`src/logic/gpio_ports_pkg.sv`:
```
// constants, request carrier and helpers shared by the bidirectional port block
// Function
// - port reads return live pin levels
// - any reset makes every pin an input
// - first port has four pins, upper bits zero
// - second port has eight bidirectional pins
// - third address is port or plain register
// - direction load copies working register to port
// - direction one floats pin, zero drives latch
// - direction bits write-only, all ones after reset
// - read shows low when pin held low
// - pin inputs are never latched for reads
// - output latches hold until rewritten
// - every pin has its own direction bit
// - bit set/clear rewrites all latches from pins
// - writes land at cycle end, reads sample start
package gpio_ports_pkg;

   // ---------------------------------------------------------------
   // file addresses and widths
   // ---------------------------------------------------------------
   localparam logic [6:0] FIRST_PORT_ADDR = 7'h05;
   localparam logic [6:0] SECOND_PORT_ADDR = 7'h06;
   localparam logic [6:0] THIRD_PORT_ADDR = 7'h07;
   localparam int FIRST_PORT_WIDTH = 4;
   localparam int WIDE_PORT_WIDTH = 8;
   localparam logic [7:0] DIRECTION_RESET = 8'hff;
   localparam logic [7:0] READ_IDLE = 8'h00;

   // ---------------------------------------------------------------
   // one instruction-cycle request from the core
   // ---------------------------------------------------------------
   typedef struct packed {
      logic file_write;  // plain write of data to file addr
      logic file_read;   // read of file addr
      logic bit_op;      // bit set or bit clear instruction on addr
      logic bit_set;     // 1 = set, 0 = clear
      logic [2:0] bit_sel;
      logic dir_load;    // direction load instruction, addr names port
      logic [6:0] addr;
      logic [7:0] data;  // working register or write data
   } cpu_req_type;

   // levels seen by a read; unmapped addresses answer zero
   function automatic logic [7:0] port_read(input logic [6:0] a, input logic [3:0] la,
                                            input logic [7:0] lb, input logic [7:0] lc);
      logic [7:0] v;
      v = READ_IDLE;
      if (a == FIRST_PORT_ADDR) begin
         v = {4'h0, la};
      end else if (a == SECOND_PORT_ADDR) begin
         v = lb;
      end else if (a == THIRD_PORT_ADDR) begin
         v = lc;
      end
      return v;
   endfunction : port_read

   // one bit forced, the rest copied from the read value
   function automatic logic [7:0] bit_modify(input logic [7:0] v, input logic [2:0] b,
                                             input logic s);
      logic [7:0] r;
      r = v;
      r[b] = s;
      return r;
   endfunction : bit_modify

endpackage : gpio_ports_pkg

```
`src/logic/port_pins.sv`:
```
// one port: output latches, drive enables and pin synchroniser
`timescale 1ns/10ps
`default_nettype none
module port_pins
   import gpio_ports_pkg::*;
#(
   parameter int WIDTH = 8
) (
   input wire logic clk,
   input wire logic rst,
   input wire logic wr_latch,
   input wire logic [WIDTH-1:0] latch_data,
   input wire logic wr_dir,
   input wire logic [WIDTH-1:0] dir_data,
   input wire logic [WIDTH-1:0] pin_in,
   output logic [WIDTH-1:0] pin_out,
   output logic [WIDTH-1:0] pin_oe,
   output logic [WIDTH-1:0] pin_level
);
   logic [WIDTH-1:0] pin_meta;

   // output latches carry no reset: contents survive warm resets
   // latch not reset
   always_ff @(posedge clk) begin
      if (wr_latch) begin
         pin_out <= latch_data;
      end
   end

   // drive enable is the inverse of the direction bit, per pin
   // direction to driver
   always_ff @(posedge clk) begin
      if (rst) begin
         pin_oe <= ~DIRECTION_RESET[WIDTH-1:0];
      end else if (wr_dir) begin
         pin_oe <= ~dir_data;
      end
   end

   // two stages before any read logic; pins are asynchronous
   // pins never latched
   always_ff @(posedge clk) begin
      pin_meta <= pin_in;
      pin_level <= pin_meta;
   end
endmodule : port_pins
`default_nettype wire

```
`src/logic/gpio_ports.sv`:
```
// bidirectional port block: register decode, read path and checks
`timescale 1ns/10ps
`default_nettype none
module gpio_ports
   import gpio_ports_pkg::*;
#(
   parameter bit HAS_THIRD_PORT = 1'b1
) (
   input wire logic clk,
   input wire logic rst,
   input wire cpu_req_type req,
   output logic [7:0] rd_data,
   output logic rd_valid,
   input wire logic [3:0] first_port_in,
   output logic [3:0] first_port_out,
   output logic [3:0] first_port_oe,
   input wire logic [7:0] second_port_in,
   output logic [7:0] second_port_out,
   output logic [7:0] second_port_oe,
   input wire logic [7:0] third_port_in,
   output logic [7:0] third_port_out,
   output logic [7:0] third_port_oe
);
   // ---------------------------------------------------------------
   // decode
   // ---------------------------------------------------------------
   logic [3:0] first_level;
   logic [7:0] second_level;
   logic [7:0] third_pins;
   logic [7:0] third_level;
   logic [7:0] read_now;
   logic [7:0] next_latch;
   logic latch_wr;
   logic hit_first;
   logic hit_second;
   logic hit_third;

   // without the third port the address is a plain register: read its store
   // port or register
   assign third_level = HAS_THIRD_PORT ? third_pins : third_port_out;

   assign hit_first = (req.addr == FIRST_PORT_ADDR);
   assign hit_second = (req.addr == SECOND_PORT_ADDR);
   assign hit_third = (req.addr == THIRD_PORT_ADDR);

   assign read_now = port_read(req.addr, first_level, second_level, third_level);

   // bit ops modify what the pins show, so output latches pick up pin levels
   // read modify write
   assign next_latch = req.bit_op ? bit_modify(read_now, req.bit_sel, req.bit_set) : req.data;
   assign latch_wr = req.file_write | req.bit_op;

   // ---------------------------------------------------------------
   // ports
   // ---------------------------------------------------------------
   // four low pins only
   port_pins #(.WIDTH(FIRST_PORT_WIDTH)) first_cell (
      .clk(clk),
      .rst(rst),
      .wr_latch(latch_wr & hit_first),
      .latch_data(next_latch[3:0]),
      .wr_dir(req.dir_load & hit_first),
      .dir_data(req.data[3:0]),
      .pin_in(first_port_in),
      .pin_out(first_port_out),
      .pin_oe(first_port_oe),
      .pin_level(first_level)
   );

   port_pins #(.WIDTH(WIDE_PORT_WIDTH)) second_cell (
      .clk(clk),
      .rst(rst),
      .wr_latch(latch_wr & hit_second),
      .latch_data(next_latch),
      .wr_dir(req.dir_load & hit_second),
      .dir_data(req.data),
      .pin_in(second_port_in),
      .pin_out(second_port_out),
      .pin_oe(second_port_oe),
      .pin_level(second_level)
   );

   // small variant never loads direction, so its drivers stay off
   // direction load
   port_pins #(.WIDTH(WIDE_PORT_WIDTH)) third_cell (
      .clk(clk),
      .rst(rst),
      .wr_latch(latch_wr & hit_third),
      .latch_data(next_latch),
      .wr_dir(req.dir_load & hit_third & HAS_THIRD_PORT),
      .dir_data(req.data),
      .pin_in(third_port_in),
      .pin_out(third_port_out),
      .pin_oe(third_port_oe),
      .pin_level(third_pins)
   );

   // ---------------------------------------------------------------
   // read answer
   // ---------------------------------------------------------------
   // read value captured at the request edge; direction bits never appear here
   // no direction readback
   always_ff @(posedge clk) begin
      if (rst) begin
         rd_data <= READ_IDLE;
      end else if (req.file_read) begin
         rd_data <= read_now;
      end
   end

   always_ff @(posedge clk) begin
      if (rst) begin
         rd_valid <= 1'b0;
      end else begin
         rd_valid <= req.file_read;
      end
   end

   // ---------------------------------------------------------------
   // checks
   // ---------------------------------------------------------------
   a_reset_all_inputs: assert property (
      @(posedge clk) rst |=> (first_port_oe == 4'h0) && (second_port_oe == 8'h00)
         && (third_port_oe == 8'h00))
      else $error("drivers not released after reset");

   a_read_second_pins: assert property (
      @(posedge clk) disable iff (rst) (req.file_read && hit_second)
         |=> rd_valid && (rd_data == $past(second_level)))
      else $error("second port read did not return pin levels");

   a_first_upper_zero: assert property (
      @(posedge clk) disable iff (rst) (req.file_read && hit_first)
         |=> rd_data[7:4] == 4'h0)
      else $error("first port upper bits not zero");

   a_dir_load_value: assert property (
      @(posedge clk) disable iff (rst) (req.dir_load && hit_second)
         |=> second_port_oe == ~$past(req.data))
      else $error("direction load did not follow working register");

   a_latch_holds: assert property (
      @(posedge clk) disable iff (rst) !(latch_wr && hit_second)
         |=> $stable(second_port_out))
      else $error("second port latch changed without a write");

   a_write_input_pin: assert property (
      @(posedge clk) disable iff (rst) (req.file_write && !req.bit_op && hit_second)
         |=> second_port_out == $past(req.data))
      else $error("port write lost");

   a_rmw_from_pins: assert property (
      @(posedge clk) disable iff (rst) (req.bit_op && !req.file_write && hit_second)
         |=> second_port_out == bit_modify($past(second_level), $past(req.bit_sel),
            $past(req.bit_set)))
      else $error("bit op did not rewrite latches from pins");

   a_third_as_register: assert property (
      @(posedge clk) disable iff (rst) !HAS_THIRD_PORT |-> third_port_oe == 8'h00)
      else $error("third address drives pins in small variant");

   a_read_pulse_once: assert property (
      @(posedge clk) disable iff (rst) !req.file_read |=> !rd_valid)
      else $error("read answer without a read");

   // ---------------------------------------------------------------
   // read path, direction and write checks
   // ---------------------------------------------------------------
   // the answer pulse follows every read by exactly one cycle
   a_read_answer_due: assert property (
      @(posedge clk) disable iff (rst) req.file_read |=> rd_valid)
      else $error("read answer missing");

   // the answer word stays put between reads
   a_read_data_holds: assert property (
      @(posedge clk) disable iff (rst) !req.file_read |=> $stable(rd_data))
      else $error("read answer changed without a read");

   // first port answers its synchronised pins in the low nibble
   a_read_first_pins: assert property (
      @(posedge clk) disable iff (rst) (req.file_read && hit_first)
         |=> rd_data == {4'h0, $past(first_level)})
      else $error("first port read did not return pin levels");

   // large variant reads the third pins, small variant reads its store
   a_read_third_pins: assert property (
      @(posedge clk) disable iff (rst) (HAS_THIRD_PORT && req.file_read && hit_third)
         |=> rd_data == $past(third_pins))
      else $error("third port read did not return pin levels");

   a_read_third_store: assert property (
      @(posedge clk) disable iff (rst) (!HAS_THIRD_PORT && req.file_read && hit_third)
         |=> rd_data == $past(third_port_out))
      else $error("third address read did not return its store");

   // no address answers with direction bits; unmapped reads give zero
   a_unmapped_read_zero: assert property (
      @(posedge clk) disable iff (rst)
         (req.file_read && !hit_first && !hit_second && !hit_third)
         |=> rd_data == READ_IDLE)
      else $error("unmapped read not zero");

   // each first port pin follows its own direction bit
   a_first_dir_load: assert property (
      @(posedge clk) disable iff (rst) (req.dir_load && hit_first)
         |=> first_port_oe == ~$past(req.data[3:0]))
      else $error("first port direction load lost");

   // direction bits move only on a direction load
   a_dir_holds: assert property (
      @(posedge clk) disable iff (rst) !(req.dir_load && hit_second)
         |=> $stable(second_port_oe))
      else $error("second port direction changed without a load");

   // a write to the first port lands in its four latches
   a_first_write_lands: assert property (
      @(posedge clk) disable iff (rst) (req.file_write && !req.bit_op && hit_first)
         |=> first_port_out == $past(req.data[3:0]))
      else $error("first port write lost");
endmodule : gpio_ports
`default_nettype wire

```
`config.mk`:
```
export PLATFORM = sky130hd
export DESIGN_NAME = gpio_ports
export DESIGN_NICKNAME = d
export VERILOG_FILES = /design/src/logic/gpio_ports_pkg.sv /design/src/logic/port_pins.sv /design/src/logic/gpio_ports.sv
export SDC_FILE = /design/constraint.sdc
export NUM_CORES = 1
export LEC_CHECK = 0
export ABC_AREA = 0
export ABC_CLOCK_PERIOD_IN_PS = 4500
export BUFFER_PORTS_ARGS = -buffer_cell sky130_fd_sc_hd__buf_4
export CAP_MARGIN = 20
export CORE_MARGIN = 3
export CORE_UTILIZATION = 54
export CTS_CLUSTER_SIZE = 12
export DETAILED_ROUTE_END_ITERATION = 8
export PLACE_DENSITY = 0.89
export RECOVER_POWER = 50
export SETUP_SLACK_MARGIN = 0.02
export SLEW_MARGIN = 20
export SYNTH_ARGS = -nofsm -noshare
export SYNTH_HDL_FRONTEND = slang
export SYNTH_SLANG_ARGS = --single-unit
```
`constraint.sdc`:
```
create_clock -name clk -period 4.5 [get_ports clk]
set_input_delay 0.675 -clock clk [delete_from_list [all_inputs] [get_ports clk]]
set_output_delay 0.675 -clock clk [all_outputs]
set_load 0.02 [all_outputs]
```
# == After elaboration in Yosys (flattened, before gate mapping) ==
# Index checks and enable logic that the tools add are counted.
# word_totals
inputBits,45
wordCells,36
out_inout_bits,49
register_bits,89
# op_classes
eq_ne,3
n_mux,7
n_reduce_logical,1
bitwise,9
order_cmp,2
# ops
operator,count
$mux W8,4
$eq A7 B3 Y1 const B,3
$bwmux W8,1
$not A8 Y8,1
$and A1 B1 Y1,6
$lt A3 B4 Y1 const B,1
$not A4 Y4,1
$demux W1 S3,1
$ge A3 B1 Y1 const B,1
$logic_and A1 B1 Y1,1
$mux W1,1
$or A1 B1 Y1,1

# == Longest topological paths before layout ==
# Gate-level depths: netlist of run 1.
# depth
word_depth,6
ltp_mapped,5
ltp_nobuf,3

# == Hierarchy ==
# From an unflattened synthesis of run 1, not the netlist that was laid out.
# unflattened
hier_cells,236
area_unflattened_um2,3046.7
# modules_own_cells
module,cells_each,area_per_inst_um2,n_inst,seq_area_each_um2
port_pins at second_cell ...,51,892.1,2,720.7
gpio_ports,109,838.3,1,180.2
port_pins at first_cell,25,424.2,1,360.3

# == Worst setup path before layout of run 1 ==
# OpenSTA, ideal clock, no wires.
# synth_timing
kind,input port to flip-flop
start,input port req[11] (netlist bit)
end,register third_cell.pin_out[0] (enable)
path_slack_ps,2080
setup_time_ps,385
required_time_ps,4115
stages,4
path_buffers,1
arrival_time_ps,2035
cell_sequence,nor3b_1 > clkbuf_1 > nand2_1 > nor3b_1
# synth_via
elab_chain_len,2
# synth_lines
item,line,source
"start, declared",gpio_ports.sv:11,"input wire cpu_req_type req,"
$eq A7 B3 Y1,gpio_ports.sv:44,assign hit_third = (req.addr == THIRD_PORT_ADDR);
$and A1 B1 Y1,gpio_ports.sv:88,".wr_latch(latch_wr & hit_third),"
named net third_cell.wr_latch,port_pins.sv:11,"input wire logic wr_latch,"
"end signal, assigned",port_pins.sv:26,pin_out <= latch_data;
"end, declared",port_pins.sv:16,"output logic [WIDTH-1:0] pin_out,"
# The timed path passes the listed nets, and every way through them passes these cells.
# A chain may end at the register's enable or synchronous reset.

# == Worst setup path in the final report of run 1 ==
# layout_timing
start,input port req[11] (netlist bit)
end,register first_cell.pin_out[1] (enable)
# layout_via
elab_chain_len,2
# layout_lines
item,line,source
$eq A7 B3 Y1,gpio_ports.sv:42,assign hit_first = (req.addr == FIRST_PORT_ADDR);
$and A1 B1 Y1,gpio_ports.sv:60,".wr_latch(latch_wr & hit_first),"
named net first_cell.wr_latch,port_pins.sv:11,
"end signal, assigned",port_pins.sv:26,
"end, declared",port_pins.sv:16,
# The timed path passes the listed nets, and every way through them passes these cells.

==> results.cfg, run 1 <==
[setup_path]
crit_arrival_ps = 2100
critPathMaxStageDelay_ps = 830
setup.worst_path.end_class = flip-flop
cp_num_buf_inv = 2
reg2reg_depth = 3
worstSetupStartpointType = primary input
critPathLaunch = req[11]
worstSetupPathType = primary input to flip-flop
timing.critical_path.mode_cell = buf_4
r2r-start = second_cell.pin_level[0]
worstPathRequired_ps = 4470
worst-path-max-fanout = 12
cp_cell_sequence = buf_4 > nor3b_1 > buf_4 > nand2_1 > nor4b_1
worst-r2r-setup-slack_ps = 3190
crit_slowest_cell = nor4b_1
cpLargestDelayFamily = simple AND/OR/NAND/NOR gates
r2r-end = second_cell.pin_out[0]

[detailed_routing]
num_vias = 2283
drt_iter0_markers = 164
highest_layer = met4
viasPerCell = 5.514
ant_nets = 0
drc_errors = 0
met1_length_mm = 2.829
dr.pass1.iters = 6
wl_met3_um = 601
met2_length_mm = 3.048
routed_wl_mm = 6.603
wire_per_inst_um = 15.95

[status]
outcome = completed

[sta]
layout_min_cycle_time_ps = 2130
fmax_mhz = 469.4
setup_tns_ps = 0
hold_viol = 0
finalCritPeriodShare = 0.4734
finalClockSkew_ps = 4.513
report.final.setup_viol = 0
rsz0062_at_grt = false
setup_slack_ps = 2370
tightest_slew_ps = 1290
slew_viol_final = 0
relSlewSlack = 0.1401

[global_route]
overflow = 0
grt_use_total = 0.2101
grt_pass1_wl_mm = 10.12
grt_max_degree = 30
grt_pass1_vias = 2032
antenna_found_initial = 0

[hold_path]
worstHoldPathType = flip-flop to flip-flop
hp-start = second_cell.pin_meta[4]
holdPathStages = 0
hold_path_end = second_cell.pin_level[4]

[clock_network]
cts_buffer_depth = 2
cts_setup_buffers = 0
clkSinkCount = 89
clkTransAtPathRegs_ps = 80
clk_latency_ps = 340
cts_tree = done
cts-resized-gates = 0
holdBufCountCts = 0
htree_levels = 3
clk_root_buffer_cell = clkbuf_8
cts_made_buffers = 9

[placement]
gp_congestion = 0.8844
dpl_worst_slack_ps = 1773
dpl_cell_area_mm2 = 0.003710
dp_hpwl_mm = 4.741
port-buffer-count = 93

[die]
initial_core_util = 0.5702
ios = 94
core_mm2 = 0.005238
die-area_mm2 = 0.006459
fp.dieH_um = 80.37
chipWidth_um = 80.37
rows = 26

[synthesis]
synth.cells.most_frequent = dfxtp_1, a21oi_1, edfxtp_1
async_reset_ff_frac = 0
synth_top_area_cell = dfxtp_1
synth_nets = 295
synth_top_flop_cell = dfxtp_1
synth_most_common_cell = dfxtp_1
synth_area_mm2 = 0.002987
synth.area.top_cells = dfxtp_1, edfxtp_1, a21oi_1, a211oi_1, nand4_1
yosys.area.top_type_share = 0.4625
synth-edff-count = 20
synth-seq-cells = 89
syn_area_per_cell_um2 = 11.95
yosysUniqueCellTypes = 41
ys_seq_area_frac = 0.6636
yosysWarnings = 0
synthCells = 250

[finish]
design_area_mm2 = 0.003816
drive_above_1_share = 0.2500
fillerInstances = 389
register_area_mm2 = 0.001982
fin_nets = 384
antenna_cells = 0
synthToLayoutAreaGrowth_pct = 27.78
multi_input_area_um2 = 932.1

[power_and_ir_drop]
p_leak_nw = 1.413
pwr_density_cell_mw_per_mm2 = 394.3
irDropWorstVdd_mv = 0.2758

[flow_run]
drv_cap = 0
==> worst max-delay path by stage <==
stage,slack (ps),to,cells after the start
CTS,2150,third_cell.pin_out[7],4
detailed placement,1770,third_cell.pin_out[0],4
global placement,1860,third_cell.pin_out[5],4
global route,2310,second_cell.pin_out[0],4
floorplan,2080,third_cell.pin_out[0],4
finish,2370,first_cell.pin_out[1],5
==> cells in the final DEF (no fill, tap or decap), drive strengths merged, types with 3 or more instances in the layout <==
cell	n
nand4	8
nand3	5
o221ai	4
a21oi	24
a211oi	8
o31ai	4
or3	8
o32ai	4
and3	5
a21o	4
nor3	6
buf	39
a31oi	5
inv	6
nand2b	4
clkbuf	66
nor4b	3
nor2b	6
mux2	4
nor2	7
nand2	5
o21ai	8
dfxtp	69
edfxtp	20
nor3b	4
==> flip-flops by register name (all words and copies together), names as in the netlist <==
signal,flops
rd_data,8
second_cell.pin_level,8
second_cell.pin_meta,8
second_cell.pin_oe,8
second_cell.pin_out,8
third_cell.pin_level,8
third_cell.pin_meta,8
third_cell.pin_oe,8
third_cell.pin_out,8
first_cell.pin_level,4
first_cell.pin_meta,4
first_cell.pin_oe,4
first_cell.pin_out,4
rd_valid,1
==> logic make-up (layout without fill, tap and decap cells) <==
| group | Yosys count | in the layout | synth area share |
|---|---|---|---|
| buffers and inverters | 21 | 115 | 0.02975 |
| multiplexers | 5 | 5 | 0.01843 |
| flip-flops | 89 | 89 | 0.6636 |
| AO/OA/AOI/OAI | 64 | 64 | 0.1366 |
| AND/OR/NAND/NOR | 71 | 71 | 0.1517 |
==> through the flow <==
stage	total power, mW	std cells	hold WS (ps)	util
after global placement	0.9522	398	310.8	0.7083
after global routing	1.562	414	334.2	0.7286
after detailed placement	0.9551	398	312.1	0.7083
after floorplan	0.9040	250	309.6	-
after CTS	1.521	414	331.6	0.7506
final	1.505	414	326.4	0.7286
==> worst reg2reg max path, cell delays in order, from the launching register on <==
cell and delay, ps:
dfxtp_1 330, a21o_1 110, o221ai_1 160, o31ai_1 460
==> layout make-up <==
class | instances | area share
repair buffers | 94 | 0.1505
flip-flops and latches | 89 | 0.5193
clock inverters | 5 | 0.01541
inverters | 5 | 0.004918
clock buffers | 11 | 0.04262
well taps | 70 | 0.02295
multi-input cells | 140 | 0.2443
==> where the power goes <==
part / total, mW / leakage (nW) / internal [mW] / switching, mW
clock network: 0.569 / 0.107 / 0.306 / 0.263
logic: 0.0935 / 0.546 / 0.0425 / 0.0510
registers: 0.842 / 0.760 / 0.837 / 0.00533
total: 1.50 / 1.41 / 1.19 / 0.320
==> routing by layer <==
layer,vias up,global-route usage
met2,122,0.3311
li1,1109,-
met5,-,0
met1,1039,0.2726
met4,0,0.09966
met3,13,0.04933
Note: power is estimated with default switching activity, not from simulation.
==> run 2, diff against run 1 <==
--- a/config.mk
+++ b/config.mk
@@ -5,15 +5,15 @@
 export SDC_FILE = /design/constraint.sdc
 export NUM_CORES = 1
 export LEC_CHECK = 0
-export ABC_AREA = 0
-export ABC_CLOCK_PERIOD_IN_PS = 4500
+export ABC_AREA = 1
+export ABC_CLOCK_PERIOD_IN_PS = 1950
 export BUFFER_PORTS_ARGS = -buffer_cell sky130_fd_sc_hd__buf_4
 export CAP_MARGIN = 20
 export CORE_MARGIN = 3
-export CORE_UTILIZATION = 54
+export CORE_UTILIZATION = 45
 export CTS_CLUSTER_SIZE = 12
 export DETAILED_ROUTE_END_ITERATION = 8
-export PLACE_DENSITY = 0.89
+export PLACE_DENSITY = 0.79
 export RECOVER_POWER = 50
 export SETUP_SLACK_MARGIN = 0.02
 export SLEW_MARGIN = 20
==> constraint.sdc (replaced) <==
create_clock -name clk -period 1.95 [get_ports clk]
set_input_delay 0.2925 -clock clk [delete_from_list [all_inputs] [get_ports clk]]
set_output_delay 0.2925 -clock clk [all_outputs]
set_load 0.02 [all_outputs]
==> run 2 against run 1 <==
Against the previous run: setup slack lost 1800 ps; routed wire length is essentially flat; cell area grew 3.6%; clock power grew 150%; total power grew 140%; synthesized area grew 2.5%; non-clock buffer count grew 2; global-route usage shrank 2.3 points; highest routed layer unchanged.
==> results.cfg, run 2 <==
[synthesis]
async_reset_ff_frac = 0
synth_xor_area_frac = 0
yosysUniqueCellTypes = 25
synth.area.top_cells = dfxtp_1, edfxtp_1, nand3_1, nand2_1, nor2_1
synthCells = 306
synth_nets = 351
synth_most_common_cell = dfxtp_1
syn_area_per_cell_um2 = 10.01
synth-compound-area-share = 0.06702
synth_fa_ha_area_frac = 0
synth_top_area_cell = dfxtp_1
synth-seq-cells = 89
ys_seq_area_frac = 0.6473
synth.area.mux_share = 0
synth_top_family_by_area = simple AND/OR/NAND/NOR gates
synth-edff-count = 20
yosys.area.top_type_share = 0.4512
synth_area_mm2 = 0.003062
synth_top_flop_cell = dfxtp_1
synth.cells.most_frequent = dfxtp_1, nand2_1, nand3_1
synth-simple-area-share = 0.2215
yosysWarnings = 0

[placement]
gp_congestion = 0.8310
dp_cells = 468
dp_hpwl_mm = 5.135
dpl_cell_area_mm2 = 0.003805
dpl_worst_slack_ps = 334.3
port-buffer-count = 93

[die]
core_mm2 = 0.006459
die-area_mm2 = 0.007830
chipWidth_um = 88.49
rows = 29
ios = 94
initial_core_util = 0.4740
fp.dieH_um = 88.49

[sta]
relSlewSlack = 0.6145
rsz0062_at_grt = false
finalCritPeriodShare = 0.7127
setup_tns_ps = 0
finalClockSkew_ps = 8.166
report.final.setup_viol = 0
slew_viol_final = 0
tightest_slew_ps = 577.6
hold_viol = 0
whs_ps = 54.93
setup_slack_ps = 560.3
layout_min_cycle_time_ps = 1390
fmax_mhz = 719.6

[clock_network]
htree_levels = 3
holdBufCountCts = 0
cts_tree = done
clkTransAtPathRegs_ps = 80
cts-resized-gates = 0
cts_made_buffers = 9
clk_latency_ps = 350
cts_setup_buffers = 0
clk_root_buffer_cell = clkbuf_8
clkSinkCount = 89
cts_buffer_depth = 2

[power_and_ir_drop]
pwr_density_cell_mw_per_mm2 = 909.8
irDropWorstVdd_mv = 0.7660
p_leak_nw = 1.791
p_total_mw = 3.598

[global_route]
grt_pass1_vias = 2278
grt_pass1_wl_mm = 10.82
grt_use_total = 0.1867
overflow = 0
antenna_found_initial = 0
grt_max_degree = 21

[flow_run]
drv_cap = 0

[setup_path]
worstSetupStartpointType = primary input
crit_arrival_ps = 1390
worstSetupPathType = primary input to flip-flop
setup.worst_path.end_class = flip-flop
worst-path-max-fanout = 8
worstPathRequired_ps = 1950

[finish]
final_util = 0.6124
final_cell_mix = dfxtp_1, buf_4, nand2_1, nand3_1, nor2_1
design_area_mm2 = 0.003955
layout_commonest_cell = dfxtp_1
drive_above_1_share = 0.2629
antenna_cells = 0
fin_nets = 447
fillerInstances = 584
stdcell_count = 484
synthToLayoutAreaGrowth_pct = 29.18

[hold_path]
worstHoldPathType = primary input to flip-flop

[detailed_routing]
routed_wl_mm = 6.598
dr.pass1.iters = 4
num_vias = 2373
ant_nets = 0
wire_per_inst_um = 13.63
viasPerCell = 4.903
drt_iter0_markers = 128
drc_errors = 0

[status]
outcome = completed
## run 2: cell types whose count changed after synthesis, moves of 6 or more
| cell | before | now |
|---|---|---|
| o21ai_0 | 8 | 16 |
| nor2b_1 | 6 | 0 |
| nor2_1 | 7 | 32 |
| or3_1 | 8 | 0 |
| nand3_1 | 5 | 41 |
| clkbuf_1 | 11 | 5 |
| a211oi_1 | 8 | 0 |
| a21oi_1 | 24 | 18 |
| nand2_1 | 5 | 45 |
| inv_1 | 5 | 30 |
| nor3_1 | 6 | 0 |
## run 2: layout make-up
| class | instances | area (µm²) | share of cell area |
|---|---|---|---|
| sequential | 89 | 1982 | 0.5011 |
| clock inverter | 2 | 38.79 | 0.009807 |
| tap | 77 | 96.34 | 0.02436 |
| timing repair buffer | 96 | 634.4 | 0.1604 |
| multi-input combinational | 175 | 882.1 | 0.2230 |
| inverter | 31 | 116.4 | 0.02942 |
| clock buffer | 14 | 205.2 | 0.05188 |
## run 2: path summary, 6_finish.rpt
kind / startpoint / to / cells after the start / slack (ps)
min reg2reg: third_cell.pin_meta[6] / third_cell.pin_level[6] / 0 / 320
min: second_port_in[4] / second_cell.pin_meta[4] / 1 / 50
max: req[12] / third_cell.pin_out[4] / 7 / 560
max reg2reg: third_cell.pin_level[2] / second_cell.pin_out[2] / 4 / 990
## run 2: cell families (layout without fill, tap and decap cells)
| group | after synthesis | in the layout |
|---|---|---|
| compound gates | 38 | 38 |
| flops | 89 | 89 |
| buf+inv | 42 | 143 |
| simple gates | 137 | 137 |
## run 2: power by group
part           switching [mW]  internal [mW]  leakage (nW)
logic                   0.133         0.0947         0.905
clock network           0.595          0.820         0.123
registers              0.0167           1.94         0.764
total                   0.745           2.85          1.79
## run 2: worst max-delay path: stages
cell and delay (ps):
buf_4 110, inv_1 50, nand2_1 60, nor2_1 230, nand2_1 110, nor4_2 130
clkbuf_1 410
## run 2: layer usage
metal,track usage,vias to the layer above,wire [µm]
li1,-,1191,-
met1,0.2253,1072,2632
met2,0.2896,91,3106
met3,0.05587,19,625
met4,0.1223,0,234
met5,0,-,0
==> run 3, diff against run 2 <==
--- a/config.mk
+++ b/config.mk
@@ -5,15 +5,15 @@
 export SDC_FILE = /design/constraint.sdc
 export NUM_CORES = 1
 export LEC_CHECK = 0
-export ABC_AREA = 1
-export ABC_CLOCK_PERIOD_IN_PS = 1950
+export ABC_AREA = 0
+export ABC_CLOCK_PERIOD_IN_PS = 1200
 export BUFFER_PORTS_ARGS = -buffer_cell sky130_fd_sc_hd__buf_4
 export CAP_MARGIN = 20
 export CORE_MARGIN = 3
 export CORE_UTILIZATION = 45
 export CTS_CLUSTER_SIZE = 12
 export DETAILED_ROUTE_END_ITERATION = 8
-export PLACE_DENSITY = 0.79
+export PLACE_DENSITY = 0.8
 export RECOVER_POWER = 50
 export SETUP_SLACK_MARGIN = 0.02
 export SLEW_MARGIN = 20
==> constraint.sdc (replaced) <==
create_clock -name clk -period 1.2 [get_ports clk]
set_input_delay 0.18 -clock clk [delete_from_list [all_inputs] [get_ports clk]]
set_output_delay 0.18 -clock clk [all_outputs]
set_load 0.02 [all_outputs]
==> run 3 against run 2 <==
Against the previous run: final cell count fell by 2.3%; critical path type unchanged; largest power group unchanged; largest cell class unchanged; die area down 2.3%; clock skew up 1.1 ps; critical path depth is 3 lower; routed wire length up 10%; clock power rose by 47%; register-to-register slack lost 910 ps; non-clock buffer count up 50.
==> results.cfg, run 3 (synthesis gave the netlist of run 1 again) <==
[detailed_routing]
wire_per_inst_um = 15.39
ant_nets = 0
drt_iter0_markers = 113
drc_errors = 0
dr.pass1.iters = 4
viasPerCell = 5.323
num_vias = 2518
routed_wl_mm = 7.280

[sta]
setup_slack_ps = 23.10
rsz0062_at_grt = true
relSlewSlack = 0.6654
hold_viol = 0
finalCritPeriodShare = 0.9807
setup_tns_ps = 0
tightest_slew_ps = 501.9
slew_viol_final = 0
report.final.setup_viol = 0
layout_min_cycle_time_ps = 1177
finalClockSkew_ps = 9.281
fmax_mhz = 849.7

[die]
chipWidth_um = 87.47
initial_core_util = 0.4677
ios = 94
rows = 29
fp.dieH_um = 87.47
die-area_mm2 = 0.007650
core_mm2 = 0.006386

[global_route]
grt_max_degree = 21
grt_use_total = 0.1959
overflow = 0
grt_pass1_wl_mm = 11.50
antenna_found_initial = 0
grt_pass1_vias = 2420

[setup_path]
worst-r2r-setup-slack_ps = 80
crit_end = first_cell.pin_out[2]
worstSetupPathType = primary input to flip-flop
critPathLaunch = req[13]
r2r-end = second_cell.pin_out[5]
setup.worst_path.end_class = flip-flop
worstSetupStartpointType = primary input
worst-path-max-fanout = 4
crit_arrival_ps = 1250
reg2reg_depth = 3
r2r-start = third_cell.pin_level[5]
worstPathRequired_ps = 1280

[clock_network]
cts_made_buffers = 9
clkSinkCount = 89
clk_root_buffer_cell = clkbuf_8
htree_levels = 3
clkTransAtPathRegs_ps = 80
cts_buffer_depth = 2
cts_tree = done
clk_latency_ps = 340

[finish]
antenna_cells = 0
layout_commonest_cell = buf_4
final_cell_mix = buf_4, dfxtp_1, clkbuf_1, a21oi_1
drive_above_1_share = 0.3636
fin_nets = 437
design_area_mm2 = 0.004517
synthToLayoutAreaGrowth_pct = 51.24

[placement]
dpl_cell_area_mm2 = 0.004076
gp_congestion = 0.8342
port-buffer-count = 93
dpl_worst_slack_ps = -465.7
dp_hpwl_mm = 5.188

[power_and_ir_drop]
irDropWorstVdd_mv = 0.9185
p_total_mw = 5.790
p_leak_nw = 1.742
pwr_density_cell_mw_per_mm2 = 1282

[hold_path]
worstHoldPathType = primary input to flip-flop

[status]
outcome = completed

[flow_run]
drv_cap = 0
[run 3: metal layers]
metal	share of wire	track usage
met2	0.49	0.3288
met5	0	0
met3	0.076	0.04825
met4	0.017	0.07810
met1	0.42	0.2407
[run 3: layout make-up]
cell class / count / area [µm²]
Timing Repair Buffer: 146 / 1080
Multi-Input combinational cell: 141 / 1127
Clock buffer: 12 / 165.2
Inverter: 5 / 18.77
Fill cell: 488 / 1869
Tap cell: 77 / 96.34
Sequential cell: 89 / 1982
Clock inverter: 3 / 47.55
[run 3: critical path, stage by stage]
cell and delay [ps]:
buf_6 90, or4b_4 610, o221ai_4 260, o31ai_4 100
[run 3: worst min path at each step]
stage | startpoint | end | cells past startpoint
floorplan | first_port_in[0] | first_cell.pin_meta[0] | 0
global placement | first_port_in[0] | first_cell.pin_meta[0] | 1
detailed placement | third_port_in[7] | third_cell.pin_meta[7] | 1
CTS | req[4] | second_cell.pin_oe[4] | 2
global route | req[7] | second_cell.pin_oe[7] | 2
finish | req[4] | second_cell.pin_oe[4] | 2
[run 3: what timing repair did]
action / 4_1_cts / 5_1_grt
hold endpoints to repair: 20 / 0
pin swaps: 3 / 2
gates resized for setup: 5 / 15
setup endpoints to repair: 13 / 25
hold buffers: 20 / 0
cloned: 1 / 0
buffers inserted: 0 / 0
[run 3: report_power, final]
part           switching (mW)  internal, mW
sequential             0.0263          3.14
combinational           0.257         0.284
clock                   0.953          1.13
[run 3: metrics by stage]
step           utilization  hold WS (ps)  instances
2_1_floorplan            -         207.7        250
3_3_place_gp        0.6383         284.9        438
5_1_grt             0.7073         33.67        473
4_1_cts             0.7069         25.79        473
3_5_place_dp        0.6383         285.6        438
6_report            0.7073         42.40        473
